`config.mk`:
```
export PLATFORM = sky130hd
export DESIGN_NAME = uatx_top
export DESIGN_NICKNAME = d
export VERILOG_FILES = /design/src/logic/uatx_pkg.sv /design/src/logic/uatx_baud.sv /design/src/logic/uatx_fifo.sv /design/src/logic/uatx_top.sv
export SDC_FILE = /design/constraint.sdc
export NUM_CORES = 1
export LEC_CHECK = 0
export BUFFER_PORTS_ARGS = -buffer_cell sky130_fd_sc_hd__buf_2
export CORE_MARGIN = 1.5
export CORE_UTILIZATION = 40
export CTS_CLUSTER_DIAMETER = 120
export DETAILED_ROUTE_END_ITERATION = 10
export GPL_ROUTABILITY_DRIVEN = 0
export PLACE_DENSITY = 0.54
export SLEW_MARGIN = 20
export SYNTH_ARGS = -nofsm -noshare
export SYNTH_HDL_FRONTEND = slang
export SYNTH_SLANG_ARGS = --single-unit
```
`constraint.sdc`:
```
create_clock -name CLK_I -period 12.4 [get_ports CLK_I]
set_clock_uncertainty 0.1 [all_clocks]
set_input_delay 0 -clock CLK_I [delete_from_list [all_inputs] [get_ports CLK_I]]
set_output_delay 0 -clock CLK_I [all_outputs]
set_load 0.005 [all_outputs]
```
`src/logic/uatx_pkg.sv`:
```
package uatx_pkg;

	// ----------------------------------------------------------------
	// Register map (word index = address)
	// ----------------------------------------------------------------
	localparam logic [2:0] ADDR_TX_DATA   = 3'h0;
	localparam logic [2:0] ADDR_CONTROL   = 3'h1;
	localparam logic [2:0] ADDR_STATUS    = 3'h2;
	localparam logic [2:0] ADDR_DIVISOR   = 3'h3;

	// Control register fields
	localparam int CTL_TX_EN   = 0;
	localparam int CTL_PAR_EN  = 1;
	localparam int CTL_PAR_ODD = 2;
	localparam int CTL_STOP2   = 3;
	localparam int CTL_FLOW    = 4;
	localparam int CTL_MDROP   = 5;
	localparam int CTL_MARKER  = 6;
	localparam int CTL_IRQ_EN  = 7;

	// Status register fields
	localparam int STA_HOLD_EMPTY = 0;
	localparam int STA_LINE_IDLE  = 1;
	localparam int STA_CTS_LEVEL  = 2;

	localparam logic [7:0]  CONTROL_RESET = 8'h00;
	localparam logic [15:0] DIVISOR_RESET = 16'h0001;
	localparam logic [15:0] DIVISOR_ONE   = 16'h0001;

	// Character framing
	localparam int          DATA_BITS  = 8;
	localparam logic [3:0]  LAST_DATA  = 4'h7;
	localparam int          FIFO_DEPTH = 4;

	typedef struct packed {
		logic       marker;
		logic [7:0] data;
	} uatx_word_s;

	localparam int WORD_W = $bits(uatx_word_s);

	typedef enum logic [2:0] {
		ST_IDLE,
		ST_START,
		ST_DATA,
		ST_EXTRA,
		ST_STOP1,
		ST_STOP2
	} uatx_state_e;

endpackage

```
`src/logic/uatx_baud.sv`:
```
`timescale 1ns/1ps
`default_nettype none

module uatx_baud
	import uatx_pkg::*;
(
	input  wire logic        CLK_I,
	input  wire logic        RESET_I,
	input  wire logic        restart_i,
	input  wire logic [15:0] divisor_i,
	output logic             tick_o
);

	logic [15:0] cnt_q;
	wire  [15:0] period;

	// A zero divisor would tick only once in 65536 clocks; treat it as one
	assign period = (divisor_i == '0) ? DIVISOR_ONE : divisor_i;
	assign tick_o = !restart_i && (cnt_q >= period - DIVISOR_ONE);

	always_ff @(posedge CLK_I) begin
		if (RESET_I || restart_i || tick_o) begin
			cnt_q <= '0;
		end else begin
			cnt_q <= cnt_q + DIVISOR_ONE;
		end
	end

endmodule

`default_nettype wire

```
`src/logic/uatx_fifo.sv`:
```
`timescale 1ns/1ps
`default_nettype none

module uatx_fifo #(
	parameter int WIDTH = 9,
	parameter int DEPTH = 4
) (
	input  wire logic             CLK_I,
	input  wire logic             RESET_I,
	input  wire logic             in_valid_i,
	output logic                  in_ready_o,
	input  wire logic [WIDTH-1:0] in_data_i,
	output logic                  out_valid_o,
	input  wire logic             out_ready_i,
	output logic      [WIDTH-1:0] out_data_o
);

	localparam int AW = $clog2(DEPTH);

	logic [WIDTH-1:0] mem_q [DEPTH];
	logic [AW-1:0]    wr_q;
	logic [AW-1:0]    rd_q;
	logic [AW:0]      cnt_q;
	wire              push;
	wire              pop;

	assign in_ready_o  = (cnt_q != (AW+1)'(DEPTH));
	assign out_valid_o = (cnt_q != '0);
	assign out_data_o  = mem_q[rd_q];
	assign push        = in_valid_i && in_ready_o;
	assign pop         = out_valid_o && out_ready_i;

	always_ff @(posedge CLK_I) begin
		if (push) begin
			mem_q[wr_q] <= in_data_i;
		end
	end

	always_ff @(posedge CLK_I) begin
		if (RESET_I) begin
			wr_q  <= '0;
			rd_q  <= '0;
			cnt_q <= '0;
		end else begin
			if (push) begin
				wr_q <= AW'((wr_q + 1'b1) % DEPTH);
			end
			if (pop) begin
				rd_q <= AW'((rd_q + 1'b1) % DEPTH);
			end
			cnt_q <= cnt_q + (AW+1)'(push) - (AW+1)'(pop);
		end
	end

endmodule

`default_nettype wire

```
`src/logic/uatx_top.sv`:
```
`timescale 1ns/1ps
`default_nettype none

// Behaviour
// - With parity on and multidrop off, append even or odd parity bit after data.
// - Each character: one low start bit, then one or two high stops.
// - Flow gate enable set: clear-to-send input gates start; else ignored.
// - Holding-empty flag is 1 when a byte can be accepted, else 0.
// - Written byte moves to shifter and is sent with no software help.
// - Marker is captured with each byte; later changes affect next only.
// - Interrupt request raised while holding space is free, if enabled.
// - Multidrop mode select sends nine-bit characters with marker bit.
// - No character starts while transmit enable bit is clear.
module uatx_top
	import uatx_pkg::*;
(
	input  wire logic        CLK_I,
	input  wire logic        RESET_I,
	input  wire logic [2:0]  ADDR_I,
	input  wire logic [15:0] WDATA_I,
	input  wire logic        WR_I,
	input  wire logic        RD_I,
	output logic      [15:0] RDATA_O,
	input  wire logic        CTS_N_I,
	output logic             TXD_O,
	output logic             IRQ_O
);

	// ----------------------------------------------------------------
	// Configuration registers
	// ----------------------------------------------------------------
	logic [7:0]  control_q;
	logic [15:0] divisor_q;
	logic [15:0] rdata_q;

	wire wr_data    = WR_I && (ADDR_I == ADDR_TX_DATA);
	wire wr_control = WR_I && (ADDR_I == ADDR_CONTROL);
	wire wr_divisor = WR_I && (ADDR_I == ADDR_DIVISOR);

	wire tx_enable  = control_q[CTL_TX_EN];
	wire par_enable = control_q[CTL_PAR_EN];
	wire par_odd    = control_q[CTL_PAR_ODD];
	wire two_stops  = control_q[CTL_STOP2];
	wire flow_gate  = control_q[CTL_FLOW];
	wire mdrop_mode = control_q[CTL_MDROP];
	wire marker_bit = control_q[CTL_MARKER];
	wire irq_enable = control_q[CTL_IRQ_EN];

	always_ff @(posedge CLK_I) begin
		if (RESET_I) begin
			control_q <= CONTROL_RESET;
			divisor_q <= DIVISOR_RESET;
		end else begin
			if (wr_control) begin
				control_q <= WDATA_I[7:0];
			end
			if (wr_divisor) begin
				divisor_q <= WDATA_I;
			end
		end
	end

	// ----------------------------------------------------------------
	// Holding buffer
	// ----------------------------------------------------------------
	uatx_word_s in_word;
	uatx_word_s out_word;
	logic [WORD_W-1:0] out_bits;
	logic        fifo_ready;
	logic        fifo_valid;
	logic        load;

	// Marker is sampled with the byte, so a later change cannot reach it
	assign in_word.marker = marker_bit;
	assign in_word.data   = WDATA_I[7:0];
	assign out_word       = uatx_word_s'(out_bits);

	// Writes to a full buffer are dropped; software must poll first
	uatx_fifo #(
		.WIDTH (WORD_W),
		.DEPTH (FIFO_DEPTH)
	) u_fifo (
		.CLK_I       (CLK_I),
		.RESET_I     (RESET_I),
		.in_valid_i  (wr_data),
		.in_ready_o  (fifo_ready),
		.in_data_i   (in_word),
		.out_valid_o (fifo_valid),
		.out_ready_i (load),
		.out_data_o  (out_bits)
	);

	wire hold_empty = fifo_ready;

	// ----------------------------------------------------------------
	// Shifter
	// ----------------------------------------------------------------
	uatx_state_e state_q;
	uatx_state_e state_d;
	logic [7:0]  shift_q;
	logic [3:0]  bit_q;
	logic        extra_q;
	logic        txd_q;
	logic        tick;

	function automatic logic parity_of(input logic [7:0] d, input logic odd);
		parity_of = (^d) ^ odd;
	endfunction

	// Low clear-to-send means the far end is ready
	wire cts_ok = !flow_gate || !CTS_N_I;
	wire go     = (state_q == ST_IDLE) && fifo_valid && tx_enable && cts_ok;
	assign load = go;
	wire has_extra  = mdrop_mode || par_enable;

	uatx_baud u_baud (
		.CLK_I     (CLK_I),
		.RESET_I   (RESET_I),
		.restart_i (go),
		.divisor_i (divisor_q),
		.tick_o    (tick)
	);

	always_comb begin
		state_d = state_q;
		case (state_q)
			ST_IDLE: begin
				if (go) begin
					state_d = ST_START;
				end
			end
			ST_START: begin
				if (tick) begin
					state_d = ST_DATA;
				end
			end
			ST_DATA: begin
				if (tick && bit_q == LAST_DATA) begin
					state_d = has_extra ? ST_EXTRA : ST_STOP1;
				end
			end
			ST_EXTRA: begin
				if (tick) begin
					state_d = ST_STOP1;
				end
			end
			ST_STOP1: begin
				if (tick) begin
					state_d = two_stops ? ST_STOP2 : ST_IDLE;
				end
			end
			ST_STOP2: begin
				if (tick) begin
					state_d = ST_IDLE;
				end
			end
			default: begin
				state_d = ST_IDLE;
			end
		endcase
	end

	always_ff @(posedge CLK_I) begin
		if (RESET_I) begin
			state_q <= ST_IDLE;
			shift_q <= '0;
			bit_q   <= '0;
			extra_q <= 1'b0;
		end else begin
			state_q <= state_d;
			if (go) begin
				shift_q <= out_word.data;
				bit_q   <= '0;
				// Marker takes the extra slot; parity only without multidrop
				extra_q <= mdrop_mode ? out_word.marker
					: parity_of(out_word.data, par_odd);
			end else if (tick && state_q == ST_DATA) begin
				shift_q <= {1'b0, shift_q[7:1]};
				bit_q   <= bit_q + 4'h1;
			end
		end
	end

	always_ff @(posedge CLK_I) begin
		if (RESET_I) begin
			txd_q <= 1'b1;
		end else begin
			case (state_d)
				ST_START: txd_q <= 1'b0;
				// Next bit shows only on the tick that shifts it in
				ST_DATA:  txd_q <= (state_q == ST_DATA && tick) ? shift_q[1]
					: shift_q[0];
				ST_EXTRA: txd_q <= extra_q;
				default:  txd_q <= 1'b1;
			endcase
		end
	end

	assign TXD_O = txd_q;
	assign IRQ_O = irq_enable && hold_empty;

	// ----------------------------------------------------------------
	// Read port
	// ----------------------------------------------------------------
	wire [15:0] status_word = {13'h0000, !CTS_N_I,
		(state_q == ST_IDLE), hold_empty};
	wire [15:0] rd_mux = (ADDR_I == ADDR_CONTROL) ? {8'h00, control_q}
		: (ADDR_I == ADDR_STATUS) ? status_word
		: (ADDR_I == ADDR_DIVISOR) ? divisor_q : 16'h0000;

	always_ff @(posedge CLK_I) begin
		if (RESET_I) begin
			rdata_q <= 16'h0000;
		end else if (RD_I) begin
			rdata_q <= rd_mux;
		end else begin
			rdata_q <= 16'h0000;
		end
	end

	assign RDATA_O = rdata_q;

endmodule

`default_nettype wire

```
==> impl_metrics.tcl <==
set metrics [dict create \
    outcome "complete, no violations" \
    grt_max_degree 52 \
    h-tree-depth 4 \
    antenna_found_initial 0 \
    route.detailed.drc 0 \
    yosys-top-cells-area "dfxtp_1 (31%), edfxtp_1 (20%), ha_1 (5.9%)" \
    final_nets 639 \
    yosysMostFrequentCell "dfxtp_1" \
    peakVddDrop_mv 0.101 \
    internal_power_mw 0.725 \
    start_util_pct 40.6 \
    synth_top_area_cell "dfxtp_1" \
    ios 42 \
    min_path_type "in2reg" \
    setup_slack_ns 7.78 \
    fmax_mhz 217 \
    ys_warn_count 0 \
    port_buffers 41 \
    synth_edf_count 36 \
    hp-start "RESET_I" \
    synth_commonest_cells "dfxtp_1 (82), nand2_1 (66), nor2_1 (66)" \
    grt_pass1_wl_um 19400 \
    synthesis.area_um2 5340 \
    rsz0062_at_grt "no" \
    min_period_over_period_pct 37.2 \
    cp.required_ns 12.58 \
    vias 4009 \
    swShare_pct 24.0 \
    async_reset_ff_share_pct 0 \
    synthCells 526 \
    synth_seq_area_share_pct 51.0 \
    drt_pass1_iterations 5 \
    avgSynthCellArea_um2 10.1 \
    stdcell_area_um2 6520 \
    insertion_delay_ns 0.42 \
    synth.net_count 576 \
    setup_viol 0 \
    diodes 0 \
    cts_tree "done" \
    synth_top_area_share_pct 30.7 \
    p_sw_mw 0.229 \
    start_kind "register" \
    grt_usage_pct 18.2 \
    leakagePower_nw 2.42 \
    hold_violations 0 \
    whs_path_depth 3 \
    clk_path_buf_depth 2 \
    maxSlewViolCount 0 \
    p_clk_share_pct 51.4 \
    slew_headroom_pct 56.0 \
    worstSetupEndpointType "register" \
    synth.distinct_cells 52 \
    routed_wirelength_um 11900 \
    dieArea_um2 14000 \
    clk_pin_slew_ns 0.06 \
    ys_dominant_reg_cell "dfxtp_1" \
    dp_hpwl_um 8460 \
    fp.dieH_um 119 \
    dp_slack_ns 7.83 \
    core.rowCount 42 \
    r2r_slack_ns 7.78 \
    gr-total-overflow 0 \
    reg2reg_to "TXD_O" \
    pwr-share-comb_pct 5.8 \
    first_iter_violations 264 \
    hold_ws_ns 0.0513 \
    hold_end "state_q[2]" \
    drtAntennaViolNets 0 \
    min_period_ns 4.62 \
    r2r-start "divisor_q[11]" \
    r2r_cells 15 \
    p_seq_share_pct 42.7 \
    setup-tns-final_ns 0 \
    fp.dieW_um 119 \
    cts_sinks 118 \
    power.density_nw_per_um2 146 \
    syn2layout_area_growth_pct 22.1 \
    cp_max_fo 8 \
    core_um2 13100 \
    vias_per_cell 5.15 \
    drv_cap 0 \
    cts_root_buffer "clkbuf_16" \
    ys_seq_elements 118 \
    placed_area_um2 5710 \
    crit_arrival_ns 4.80 \
    wl_per_cell_um 15.3 \
    layout-drive-gt1-share_pct 15.8 \
    critPathKind "reg2reg" \
    grt_pass1_vias 3710 \
    worst_pin_slew_ns 0.660 \
    ctsResizeCount 0 \
    cts_made_buffers 17 \
]
-- worst max-delay path, cell delays in order (launching register included) --
cell	delay, ns
dfxtp_1	0.45
nor4_1	0.10
and4_1	0.21
or3_1	0.32
or4_4	0.45
or3_4	0.35
or3_1	0.32
xor2_1	0.15
ha_1	0.30
and3_1	0.15
nand3_1	0.11
a311o_1	0.37
and4_1	0.26
o311a_1	0.38
a311oi_1	0.34
o2111ai_1	0.15
-- through the flow --
step | cells | utilization, % | power (mW)
final | 778 | 49.6 | 0.954
after detailed placement | 725 | 43.5 | 0.466
after global placement | 725 | 43.5 | 0.465
after global routing | 778 | 49.6 | 0.984
after CTS | 778 | 49.6 | 0.962
after floorplan | 526 | - | 0.449
-- kinds of logic after synthesis --
| kind of cell | share of synthesized area [%] |
|---|---|
| AO/OA/AOI/OAI | 7.29 |
| XOR/XNOR | 7.05 |
| adder cells (fa/ha/maj) | 6.23 |
| buffers and inverters | 2.69 |
| flip-flops | 51.0 |
| multiplexers | 7.05 |
| AND/OR/NAND/NOR | 18.7 |
-- per-layer routing --
metal / part of all wire [%] / track usage [%] / vias to the layer above
li1: - / - / 1973
met1: 49 / 25.9 / 1921
met2: 44 / 25.9 / 97
met3: 5.6 / 5.07 / 18
met4: 2.0 / 8.21 / 0
met5: 0 / 0 / -
-- power by group through the flow --
stage | clock network, mW | logic, mW | registers, mW
global route | 0.514 | 0.0622 | 0.408
floorplan | 0 | 0.0357 | 0.414
detailed placement | 0 | 0.0503 | 0.416
global placement | 0 | 0.0493 | 0.416
finish | 0.491 | 0.0556 | 0.408
CTS | 0.498 | 0.0556 | 0.408
-- flip-flops by register name, summed over array words and instances, names as in the netlist, 4 cells and up, named ones only --
name          count
u_fifo.mem_q     36
divisor_q        16
u_baud.cnt_q     16
RDATA_O          16
bit_q             4
shift_q           8
control_q         8
-- cell type report --
cell class                      count  area [um2]
Clock buffer                       17         425
Clock inverter                     15         170
Fill cell                        1259        6620
Inverter                           16        60.1
Multi-Input combinational cell    371        2480
Sequential cell                   118        2720
Tap cell                          176         220
Timing Repair Buffer               65         438
-- cells in the final DEF, fill, tap and decap left out, types with 7 or more instances in the layout --
cell and count:
dfxtp_1 82, nor3_1 10, buf_2 41, nand2_1 66
and3_1 8, dlygate4sd3_1 21, a211oi_1 8, inv_1 16
xnor2_1 27, edfxtp_1 36, a21oi_1 30, mux2i_1 14
clkbuf_16 17, mux4_2 9, and2_1 12, nand3_1 17
nor2_1 65, ha_1 25, xor2_1 16, nor2b_1 7
-- how the worst max path moves through the flow --
| stage | from | end | slack, ns | cells past startpoint |
|---|---|---|---|---|
| after detailed placement | divisor_q[11] | TXD_O | 7.83 | 16 |
| after floorplan | divisor_q[11] | u_baud.cnt_q[10] | 7.99 | 19 |
| after global placement | divisor_q[11] | TXD_O | 7.90 | 15 |
| final | divisor_q[11] | TXD_O | 7.78 | 15 |
| after CTS | divisor_q[11] | u_baud.cnt_q[9] | 7.81 | 15 |
| after global routing | divisor_q[5] | u_baud.cnt_q[9] | 7.50 | 15 |
-- timing repair --
action / in CTS / in global routing
buffers inserted: 0 / 0
endpoints found under the setup margin: 0 / 0
hold endpoints to repair: 64 / 0
hold buffers: 21 / 0
Note: power is estimated with default switching activity, not from simulation.
